### src/design/uhf_pkg.sv
// Function
// - A one written to any bit of the host interrupt set register that is set in IRQ_VALID_MASK sets that bit of the host interrupt flags.
// - A zero written to any bit of the host interrupt set register leaves that interrupt flag as it was.
// - The frame-length field at bits 23 to 16 returns the upper eight bits of the fourteen-bit frame counter.
// - The frame counter runs on a 12 MHz timebase over 12000 counts, giving one start of frame per millisecond.
// - The eleven-bit start-of-frame number reads with bits 10 to 5 at bits 13 to 8 and bits 4 to 0 at bits 7 to 3.
// - Software may write the start-of-frame number and numbering continues from the written value.
package uhf_pkg;

	// ------------------------------------------------------------
	// register map
	// ------------------------------------------------------------
	localparam int          ADDR_W              = 12;
	localparam logic [11:0] ADDR_IRQ_FLAGS      = 12'h404;
	localparam logic [11:0] ADDR_IRQ_CLEAR      = 12'h408;
	localparam logic [11:0] ADDR_IRQ_MASK       = 12'h410;
	localparam logic [11:0] ADDR_IRQ_SET        = 12'h418;
	localparam logic [11:0] ADDR_FRAME_NUMBER   = 12'h420;
	localparam logic [11:0] ADDR_PIPE_ADDR_FIRST = 12'h424;

	// ------------------------------------------------------------
	// fields and reset values
	// ------------------------------------------------------------
	localparam logic [31:0] IRQ_VALID_MASK      = 32'h7E00_7F7F;
	localparam int          IRQ_SOF_BIT         = 5;
	localparam logic [31:0] RESET_IRQ_FLAGS     = 32'h0000_0000;
	localparam logic [31:0] RESET_IRQ_MASK      = 32'h0000_0000;
	localparam logic [31:0] RESET_PIPE_ADDR     = 32'h0000_0000;
	localparam logic [10:0] RESET_SOF_COUNT     = 11'h000;
	localparam int          SOF_W               = 11;
	localparam int          SOF_LSB             = 3;
	localparam int          FLEN_W              = 8;
	localparam int          FLEN_LSB            = 16;
	localparam int          FRAME_CNT_W         = 14;
	localparam int          PIPE_ADDR_W         = 7;
	localparam int          PIPE_ADDR_STRIDE    = 8;
	localparam int          PIPE_ADDR_COUNT     = 4;

	// ------------------------------------------------------------
	// timing
	// ------------------------------------------------------------
	localparam int          SYS_CLK_KHZ         = 10000;
	localparam int          TIMEBASE_KHZ        = 12000;
	localparam int          SOF_PERIOD_US       = 1000;
	localparam int          FRAME_LEN_COUNTS    =
		TIMEBASE_KHZ * SOF_PERIOD_US / 1000;
	// one extra timebase tick is owed every this many system cycles
	localparam int          PHASE_DEN           =
		SYS_CLK_KHZ / (TIMEBASE_KHZ - SYS_CLK_KHZ);

endpackage

### src/design/uhf_frame_timer.sv
`timescale 1ns/100ps
`default_nettype none
module uhf_frame_timer
#(
	parameter int frame_len = uhf_pkg::FRAME_LEN_COUNTS
)
(
	input  wire logic        sys_clk,
	input  wire logic        rstn,
	output logic [13:0]      frame_cnt,
	output logic             expire
);

	logic [2:0]  phase;
	logic [2:0]  next_phase;
	logic [13:0] next_frame_cnt;
	logic        next_expire;
	logic [14:0] sum;

	// ------------------------------------------------------------
	// 12 MHz timebase from the 10 MHz clock
	// ------------------------------------------------------------
	// six ticks per five cycles: no second clock to cross, at the cost
	// of the counter skipping an odd value now and then
	always_comb
	begin
		sum = 15'h0000;
		if (phase == 3'(uhf_pkg::PHASE_DEN - 1))
		begin
			next_phase = 3'h0;
			sum = {1'b0, frame_cnt} + 15'h0002;
		end
		else
		begin
			next_phase = phase + 3'h1;
			sum = {1'b0, frame_cnt} + 15'h0001;
		end
		if (sum >= 15'(frame_len))
		begin
			next_frame_cnt = 14'(sum - 15'(frame_len));
			next_expire = 1'b1;
		end
		else
		begin
			next_frame_cnt = sum[13:0];
			next_expire = 1'b0;
		end
	end

	always_ff @(posedge sys_clk or negedge rstn)
	begin
		if (!rstn)
		begin
			phase <= 3'h0;
			frame_cnt <= 14'h0000;
			expire <= 1'b0;
		end
		else
		begin
			phase <= next_phase;
			frame_cnt <= next_frame_cnt;
			expire <= next_expire;
		end
	end

endmodule
`default_nettype wire

### src/design/uhf_irq_flags.sv
`timescale 1ns/100ps
`default_nettype none
module uhf_irq_flags
(
	input  wire logic        sys_clk,
	input  wire logic        rstn,
	input  wire logic [31:0] set_hw,
	input  wire logic [31:0] set_sw,
	input  wire logic [31:0] clear_sw,
	output logic [31:0]      flags
);

	logic [31:0] next_flags;

	// ------------------------------------------------------------
	// one sticky flag per bit set in IRQ_VALID_MASK, other bits held at zero; a set beats a clear in the same cycle
	// ------------------------------------------------------------
	genvar i;
	generate
		for (i = 0; i < 32; i++)
		begin : g_flag
			always_comb
			begin
				if (uhf_pkg::IRQ_VALID_MASK[i])
					next_flags[i] = set_hw[i] | set_sw[i] |
						(flags[i] & ~clear_sw[i]);
				else
					next_flags[i] = 1'b0;
			end
		end
	endgenerate

	always_ff @(posedge sys_clk or negedge rstn)
	begin
		if (!rstn)
			flags <= uhf_pkg::RESET_IRQ_FLAGS;
		else
			flags <= next_flags;
	end

endmodule
`default_nettype wire

### src/design/uhf_host_regs.sv
// Design decision made here: the address-and-strobe port.
`timescale 1ns/100ps
`default_nettype none
module uhf_host_regs
#(
	parameter int frame_len = uhf_pkg::FRAME_LEN_COUNTS
)
(
	input  wire logic        sys_clk,
	input  wire logic        rstn,
	input  wire logic [11:0] reg_addr,
	input  wire logic [31:0] reg_wdata,
	input  wire logic        reg_wr,
	input  wire logic        reg_rd,
	output logic [31:0]      reg_rdata,
	input  wire logic [31:0] hw_irq_events,
	output logic             irq,
	output logic             sof_pulse,
	output logic [10:0]      sof_count,
	output logic [7:0]       frame_len_upper,
	output logic [6:0]       pipe0_target_address,
	output logic [6:0]       pipe1_target_address,
	output logic [6:0]       pipe2_target_address,
	output logic [6:0]       pipe3_target_address
);

	// ------------------------------------------------------------
	// address decode
	// ------------------------------------------------------------
	logic wr_flags_clear;
	logic wr_irq_set;
	logic wr_irq_mask;
	logic wr_frame;
	logic wr_pipe_addr;

	always_comb
	begin
		wr_flags_clear = reg_wr && (reg_addr == uhf_pkg::ADDR_IRQ_CLEAR);
		wr_irq_set     = reg_wr && (reg_addr == uhf_pkg::ADDR_IRQ_SET);
		wr_irq_mask    = reg_wr && (reg_addr == uhf_pkg::ADDR_IRQ_MASK);
		wr_frame       = reg_wr &&
			(reg_addr == uhf_pkg::ADDR_FRAME_NUMBER);
		wr_pipe_addr   = reg_wr &&
			(reg_addr == uhf_pkg::ADDR_PIPE_ADDR_FIRST);
	end

	// ------------------------------------------------------------
	// frame counter
	// ------------------------------------------------------------
	logic [13:0] frame_cnt;
	logic        frame_expire;

	uhf_frame_timer
	#(
		.frame_len (frame_len)
	)
	u_timer
	(
		.sys_clk   (sys_clk),
		.rstn      (rstn),
		.frame_cnt (frame_cnt),
		.expire    (frame_expire)
	);

	// ------------------------------------------------------------
	// start-of-frame number
	// ------------------------------------------------------------
	logic [10:0] next_sof_count;
	logic        next_sof_pulse;

	// a write in the expiry cycle wins, so software sees exactly the
	// value it wrote and the next frame counts on from there
	always_comb
	begin
		next_sof_pulse = frame_expire;
		if (wr_frame)
			next_sof_count = reg_wdata[uhf_pkg::SOF_LSB +:
				uhf_pkg::SOF_W];
		else if (frame_expire)
			next_sof_count = sof_count + 11'h001;
		else
			next_sof_count = sof_count;
	end

	always_ff @(posedge sys_clk or negedge rstn)
	begin
		if (!rstn)
		begin
			sof_count <= uhf_pkg::RESET_SOF_COUNT;
			sof_pulse <= 1'b0;
		end
		else
		begin
			sof_count <= next_sof_count;
			sof_pulse <= next_sof_pulse;
		end
	end

	// ------------------------------------------------------------
	// frame length view
	// ------------------------------------------------------------
	logic [7:0] next_frame_len_upper;

	always_comb
	begin
		next_frame_len_upper = frame_cnt[13:6];
	end

	always_ff @(posedge sys_clk or negedge rstn)
	begin
		if (!rstn)
			frame_len_upper <= 8'h00;
		else
			frame_len_upper <= next_frame_len_upper;
	end

	// ------------------------------------------------------------
	// pipe target addresses
	// ------------------------------------------------------------
	logic [31:0] pipe_addr;
	logic [31:0] next_pipe_addr;
	logic [31:0] pipe_addr_mask;

	genvar p;
	generate
		for (p = 0; p < uhf_pkg::PIPE_ADDR_COUNT; p++)
		begin : g_pipe_mask
			assign pipe_addr_mask[p * uhf_pkg::PIPE_ADDR_STRIDE +:
				uhf_pkg::PIPE_ADDR_STRIDE] =
				{1'b0, {uhf_pkg::PIPE_ADDR_W{1'b1}}};
		end
	endgenerate

	always_comb
	begin
		if (wr_pipe_addr)
			next_pipe_addr = reg_wdata & pipe_addr_mask;
		else
			next_pipe_addr = pipe_addr;
	end

	always_ff @(posedge sys_clk or negedge rstn)
	begin
		if (!rstn)
			pipe_addr <= uhf_pkg::RESET_PIPE_ADDR;
		else
			pipe_addr <= next_pipe_addr;
	end

	always_comb
	begin
		pipe0_target_address = pipe_addr[6:0];
		pipe1_target_address = pipe_addr[14:8];
		pipe2_target_address = pipe_addr[22:16];
		pipe3_target_address = pipe_addr[30:24];
	end

	// ------------------------------------------------------------
	// interrupt flags and mask
	// ------------------------------------------------------------
	logic [31:0] irq_flags;
	logic [31:0] irq_mask;
	logic [31:0] next_irq_mask;
	logic [31:0] set_hw;
	logic [31:0] set_sw;
	logic [31:0] clear_sw;
	logic        next_irq;

	always_comb
	begin
		set_hw = hw_irq_events;
		set_hw[uhf_pkg::IRQ_SOF_BIT] = hw_irq_events[uhf_pkg::IRQ_SOF_BIT]
			| frame_expire;
		// zeros in the written word contribute nothing
		set_sw   = wr_irq_set ? reg_wdata : 32'h0000_0000;
		clear_sw = wr_flags_clear ? reg_wdata : 32'h0000_0000;
	end

	uhf_irq_flags u_flags
	(
		.sys_clk  (sys_clk),
		.rstn     (rstn),
		.set_hw   (set_hw),
		.set_sw   (set_sw),
		.clear_sw (clear_sw),
		.flags    (irq_flags)
	);

	always_comb
	begin
		if (wr_irq_mask)
			next_irq_mask = reg_wdata & uhf_pkg::IRQ_VALID_MASK;
		else
			next_irq_mask = irq_mask;
		next_irq = |(irq_flags & irq_mask);
	end

	always_ff @(posedge sys_clk or negedge rstn)
	begin
		if (!rstn)
		begin
			irq_mask <= uhf_pkg::RESET_IRQ_MASK;
			irq <= 1'b0;
		end
		else
		begin
			irq_mask <= next_irq_mask;
			irq <= next_irq;
		end
	end

	// ------------------------------------------------------------
	// read port
	// ------------------------------------------------------------
	logic [31:0] next_rdata;

	// data stands one cycle only; the set and clear registers read zero
	always_comb
	begin
		next_rdata = 32'h0000_0000;
		if (reg_rd)
		begin
			case (reg_addr)
				uhf_pkg::ADDR_IRQ_FLAGS:
					next_rdata = irq_flags;
				uhf_pkg::ADDR_IRQ_MASK:
					next_rdata = irq_mask;
				uhf_pkg::ADDR_FRAME_NUMBER:
				begin
					next_rdata[uhf_pkg::FLEN_LSB +: uhf_pkg::FLEN_W] =
						frame_cnt[13:6];
					next_rdata[uhf_pkg::SOF_LSB +: uhf_pkg::SOF_W] =
						sof_count;
				end
				uhf_pkg::ADDR_PIPE_ADDR_FIRST:
					next_rdata = pipe_addr;
				default:
					next_rdata = 32'h0000_0000;
			endcase
		end
	end

	always_ff @(posedge sys_clk or negedge rstn)
	begin
		if (!rstn)
			reg_rdata <= 32'h0000_0000;
		else
			reg_rdata <= next_rdata;
	end

endmodule
`default_nettype wire

### config.mk
export PLATFORM = sky130hd
export DESIGN_NAME = uhf_host_regs
export DESIGN_NICKNAME = d
export VERILOG_FILES = /design/src/design/uhf_pkg.sv /design/src/design/uhf_frame_timer.sv /design/src/design/uhf_irq_flags.sv /design/src/design/uhf_host_regs.sv
export SDC_FILE = /design/constraint.sdc
export NUM_CORES = 1
export LEC_CHECK = 0
export ABC_AREA = 1
export BUFFER_PORTS_ARGS = -buffer_cell sky130_fd_sc_hd__buf_4
export CAP_MARGIN = 25
export CORE_MARGIN = 10
export CORE_UTILIZATION = 55
export CTS_CLUSTER_DIAMETER = 150
export CTS_CLUSTER_SIZE = 16
export DETAILED_ROUTE_END_ITERATION = 12
export GPL_ROUTABILITY_DRIVEN = 1
export HOLD_SLACK_MARGIN = 0.12
export PLACE_DENSITY = 0.8
export SETUP_SLACK_MARGIN = 0.15
export SLEW_MARGIN = 20
export SYNTH_ARGS = -nofsm -noshare
export SYNTH_HDL_FRONTEND = slang
export SYNTH_HIERARCHICAL = 1
export SYNTH_SLANG_ARGS = --single-unit
### constraint.sdc
create_clock -name sys_clk -period 2.6 [get_ports sys_clk]
set_clock_uncertainty 0.2 [all_clocks]
set_input_delay 0.52 -clock sys_clk [delete_from_list [all_inputs] [get_ports sys_clk]]
set_output_delay 0.52 -clock sys_clk [all_outputs]
set_load 0.03 [all_outputs]
**Yosys cells after proc, flatten, opt, wreduce, memory -nomap -nowiden**

Cells that the tools add are included.
W data, S select, Z words.

- Output and inout port bits: 81
- Logic and storage cells: 127
- Input bits: 80
- Bits in registers: 139

- $lt $le $gt $ge: 1
- Reductions and logical operators: 7
- Bitwise logic cells: 82
- Add/sub/neg operators: 5
- Equal/unequal tests: 7
- Multiplexer cells: 14

Operators with widths:

| operator | number |
|---|---|
| $eq A12 B11 Y1 const B | 6 |
| $mux W31 | 2 |
| $pmux W11 S4 | 1 |
| $or A1 B1 Y1 | 41 |
| $mux W32 | 1 |
| $reduce_or A32 Y1 | 1 |
| $and A31 B31 Y31 | 1 |
| $mux W11 | 2 |
| $pmux W7 S3 | 1 |
| $and A1 B1 Y1 | 20 |
| $not A1 Y1 | 20 |
| $pmux W8 S2 | 1 |
| $add A14 B1 Y15 const B | 1 |
| $add A14 B2 Y15 const B | 1 |
| $ge A15 B14 Y1 const B | 1 |
| $mux W15 | 1 |
| $mux W14 | 1 |
| $sub A14 B14 Y14 const B | 1 |
| $add A11 B1 Y11 const B | 1 |
| $pmux W3 S3 | 1 |
| $logic_and A1 B1 Y1 | 5 |
| $add A3 B1 Y3 const B | 1 |
| $eq A3 B3 Y1 const B | 1 |
| $mux W3 | 1 |
| other kinds (3) | 3 |

**Depth between registers and ports, before layout**

- Depth after elaboration: 6
- Depth in mapped cells: 16
- Gate-level depth less buffers: 16

**Cells and area by module**

The synthesis kept the hierarchy.

By module, submodules not included:

| module | seq. area each (µm²) | instances | cells an instance | area an instance (µm²) |
|---|---|---|---|---|
| uhf_host_regs | 2527.4 | 1 | 696 | 5281.3 |
| uhf_frame_timer | 450.4 | 1 | 198 | 1466.4 |
| uhf_irq_flags | 500.5 | 1 | 113 | 894.6 |

**Least setup slack after synthesis**

No wires, ideal clock.

- Path kind: flip-flop to flip-flop
- Start point: reg u_timer.phase[0]
- End point: reg u_timer.frame_cnt[10]
- Cell stages (with the launch flop): 17
- Period minus slack after synthesis: 2.289 ns
- Required time: 2.283 ns
- Slack: 0.311 ns
- Arrival: 1.972 ns
- Library setup time: 0.117 ns
- Buffers on the path: 0
- Path through: dfrtp_1 -> inv_1 -> ha_1 -> nand2_4 -> nand2_4 -> nand2_4 -> o21ai_0 -> nand2_1 -> ha_1 -> nand2_2 -> nand2_2 -> inv_2 -> nor2_4 -> nand2_4 -> nand3_4 -> nand2_1 -> nand2_1

- Word-level cells in the longest chain between the ends: 4
- Elaborated cells on any way between the ends: 5
- Classes of those cells: add/sub: 1; order compare: 1; eq/ne: 1; mux: 2

Ends and longest elaborated chain:

| what | RTL line | RTL |
|---|---|---|
| start: declaration | uhf_frame_timer.sv:14 | `logic [2:0] phase;` |
| start signal: assignment | uhf_frame_timer.sv:60 | `phase <= next_phase;` |
| $eq A3 B3 Y1 * | uhf_frame_timer.sv:28 | `if (phase == 3'(uhf_pkg::PHASE_DEN - 1))` |
| $mux W15 * | uhf_frame_timer.sv:28 |  |
| $sub A14 B14 Y14 / $ge A15 B14 Y1 (equally long branches) | uhf_frame_timer.sv:40, uhf_frame_timer.sv:38 |  |
| $mux W14 * | uhf_frame_timer.sv:38 | `if (sum >= 15'(frame_len))` |
| via u_timer.next_frame_cnt[10] | uhf_frame_timer.sv:16 | `logic [13:0] next_frame_cnt;` |
| end signal: assignment | uhf_frame_timer.sv:61 | `frame_cnt <= next_frame_cnt;` |
| end: declaration | uhf_frame_timer.sv:10 | `output logic [13:0] frame_cnt,` |

The timed path passes the listed nets; every way through them passes the cells marked *.
A chain may end at the register's enable or synchronous reset.

**Worst setup path in the final report**

- Start point: reg u_timer.phase[1]
- End point: reg u_timer.frame_cnt[9]

Same word-level chain as after synthesis.

==> impl_metrics.env <==
export IMPL_status="finished clean"
export IMPL_tightest_slew_ns=0.602
export IMPL_die_area_um2=18800
export IMPL_synth_warnings=6
export IMPL_globalplace_congestion=0.878
export IMPL_clock_fmax_mhz=431
export IMPL_clockBufferDepth=2
export IMPL_max_vdd_ir_drop_v=0.000457
export IMPL_slew_violations=0
export IMPL_grt_usage_pct=23.9
export IMPL_synthToLayoutAreaGrowth_pct=28.5
export IMPL_p_per_area_nw_per_um2=512
export IMPL_internal_power_mw=3.91
export IMPL_overflow=0
export IMPL_final_setup_viol_count=0
export IMPL_port_buffers=145
export IMPL_route_met3_wl_um=2150
export IMPL_drt_initial_drc_count=889
export IMPL_antenna_found_initial=0
export IMPL_cp_start_kind="flop"
export IMPL_p_sw_mw=1.05
export IMPL_die_w_um=137
export IMPL_met2_length_um=10600
export IMPL_final_core_util_pct=72.5
export IMPL_crit_arrival_ns=2.48
export IMPL_cts_buffers=17
export IMPL_detail_route_wl_per_cell_um=16.8
export IMPL_routed_wl_um=22200
export IMPL_place_hpwl_um=15400
export IMPL_antenna_cells=0
export IMPL_post_route_drc_count=0
export IMPL_numClockSinks=139
export IMPL_dpl_cell_count=1265
export IMPL_worstSetupEndpointType="flop"
export IMPL_power_leakage_nw=5.06
export IMPL_dieHeight_um=137
export IMPL_num_vias=7257
export IMPL_clk_pin_slew_ns=0.06
export IMPL_layout_cells_non_filler=1324
export IMPL_core_area_um2=13300
export IMPL_h_tree_depth=4
export IMPL_final_min_clock_period_ns=2.32
export IMPL_avgViaCountPerCell=5.48
export IMPL_setup_tns_ns=0
export IMPL_synthCells=979
export IMPL_drive_gt1_share_pct=22.1
export IMPL_seqPwrFrac_pct=43.9
export IMPL_first_global_vias=6802
export IMPL_slew_limit_headroom_pct=59.9
export IMPL_hold_violations=0
export IMPL_syn_area_per_cell_um2=7.70
export IMPL_route_layer_met1_wl_um=9070
export IMPL_nFillCells=1051
export IMPL_clk_latency_ns=0.42
export IMPL_firstDrtPassIters=6
export IMPL_period_share_pct=89.2
export IMPL_crit_path_max_fanout=10
export IMPL_rsz0062_at_grt="false"
export IMPL_cts_root_buf="clkbuf_16"
export IMPL_top_layer_used="met4"
export IMPL_grt_pass1_wl_um=35500
export IMPL_fp_row_count=42
export IMPL_syn_area_um2=7540
export IMPL_drtAntennaViolNets=0
export IMPL_grt_max_degree=76
export IMPL_critPathKind="flop to flop"
export IMPL_power_frac_comb_pct=5.7
export IMPL_maxCapViolCount=0
export IMPL_switching_share_pct=21.2
export IMPL_cp_required_ns=2.76
export IMPL_initial_utilization_pct=56.5
export IMPL_nets=1223
export IMPL_ios=161
export IMPL_p_clk_share_pct=50.4
export IMPL_cts_tree="yes"
export IMPL_hold_class="input pin to flop"
[cell type report]
cell class	count	area [um^2]	share of cell area, %
Inverter	119	447	4.61
Tap cell	176	220	2.27
Clock inverter	7	113	1.16
Sequential cell	139	3480	35.9
Timing Repair Buffer	192	1550	16.0
Multi-Input combinational cell	668	3380	34.9
Clock buffer	23	498	5.14
[critical path, stage by stage (launching register included)]
cell     delay (ns)
dfrtp_1        0.38
inv_1          0.09
ha_4           0.16
nand2_4        0.09
a21oi_2        0.18
nand3_1        0.12
nand2_2        0.13
buf_4          0.14
nand3_2        0.10
nor2_2         0.18
nand3_4        0.18
nand3_4        0.17
nand2_1        0.07
nand2_1        0.06
[metal layers]
layer / up-vias / global-route usage (%)
met5: - / 0
met4: 0 / 7.32
met3: 29 / 5.83
met2: 324 / 37.4
met1: 3428 / 31.9
li1: 3476 / -
[placed cells by master, fill, tap and decap left out, types with 7 or more instances in the layout]
| master | count |
|---|---|
| inv_2 | 9 |
| nand2_2 | 13 |
| nor2_1 | 108 |
| buf_4 | 163 |
| nand2_1 | 246 |
| nand4_1 | 114 |
| conb_1 | 12 |
| dlygate4sd3_1 | 25 |
| nand2_4 | 8 |
| inv_1 | 110 |
| dfrtp_1 | 138 |
| o21ai_0 | 50 |
| clkbuf_16 | 17 |
| xor2_1 | 7 |
| nand3_1 | 56 |
[timing repair]
item / in CTS / in global routing
resized for setup: 2 / 11
endpoints found under the setup margin: 9 / 10
hold endpoints to repair: 82 / 0
pin swaps: 2 / 5
cloned: 1 / 1
hold buffers: 25 / 0
buffers inserted: 1 / 1
[worst paths after layout]
check                      slack (ns)                    to  cells past startpoint             startpoint
max                              0.28  u_timer/frame_cnt[9]                     13       u_timer/phase[1]
min                              0.13          sof_count[7]                      3          reg_wdata[10]
max reg2reg                      0.28  u_timer/frame_cnt[9]                     13       u_timer/phase[1]
min reg2reg                      0.30    frame_len_upper[7]                      0  u_timer/frame_cnt[13]
max in group asynchronous        1.09           irq_mask[2]                      3                   rstn
min in group asynchronous        0.45             sof_pulse                      2                   rstn
[power groups by stage]
stage,sequential [mW],clock (mW),combinational [mW]
3_3_place_gp,2.21,0,0.246
3_5_place_dp,2.21,0,0.249
6_report,2.17,2.50,0.282
2_1_floorplan,2.22,0,0.0879
4_1_cts,2.17,2.52,0.282
5_1_grt,2.17,2.62,0.309
[per-stage QoR]
stage                     total power [mW]  hold WS (ns)  setup slack, ns  area (um^2)
after floorplan                       2.31        0.0244            0.311         7580
after global placement                2.46         0.244            0.117         8740
after detailed placement              2.46         0.252           0.0268         8740
after CTS                             4.98         0.126            0.155         9640
after global routing                  5.11         0.143            0.155         9680
final                                 4.96         0.135            0.280         9680
[flip-flops by register name (all words and copies together), names as in the netlist]
name	flops
reg_rdata	32
pipe_addr	28
irq_mask	20
u_flags/flags	20
u_timer/frame_cnt	14
sof_count	11
frame_len_upper	8
u_timer/phase	3
irq	1
sof_pulse	1
u_timer/expire	1
Power figures use the tool's default switching activity.
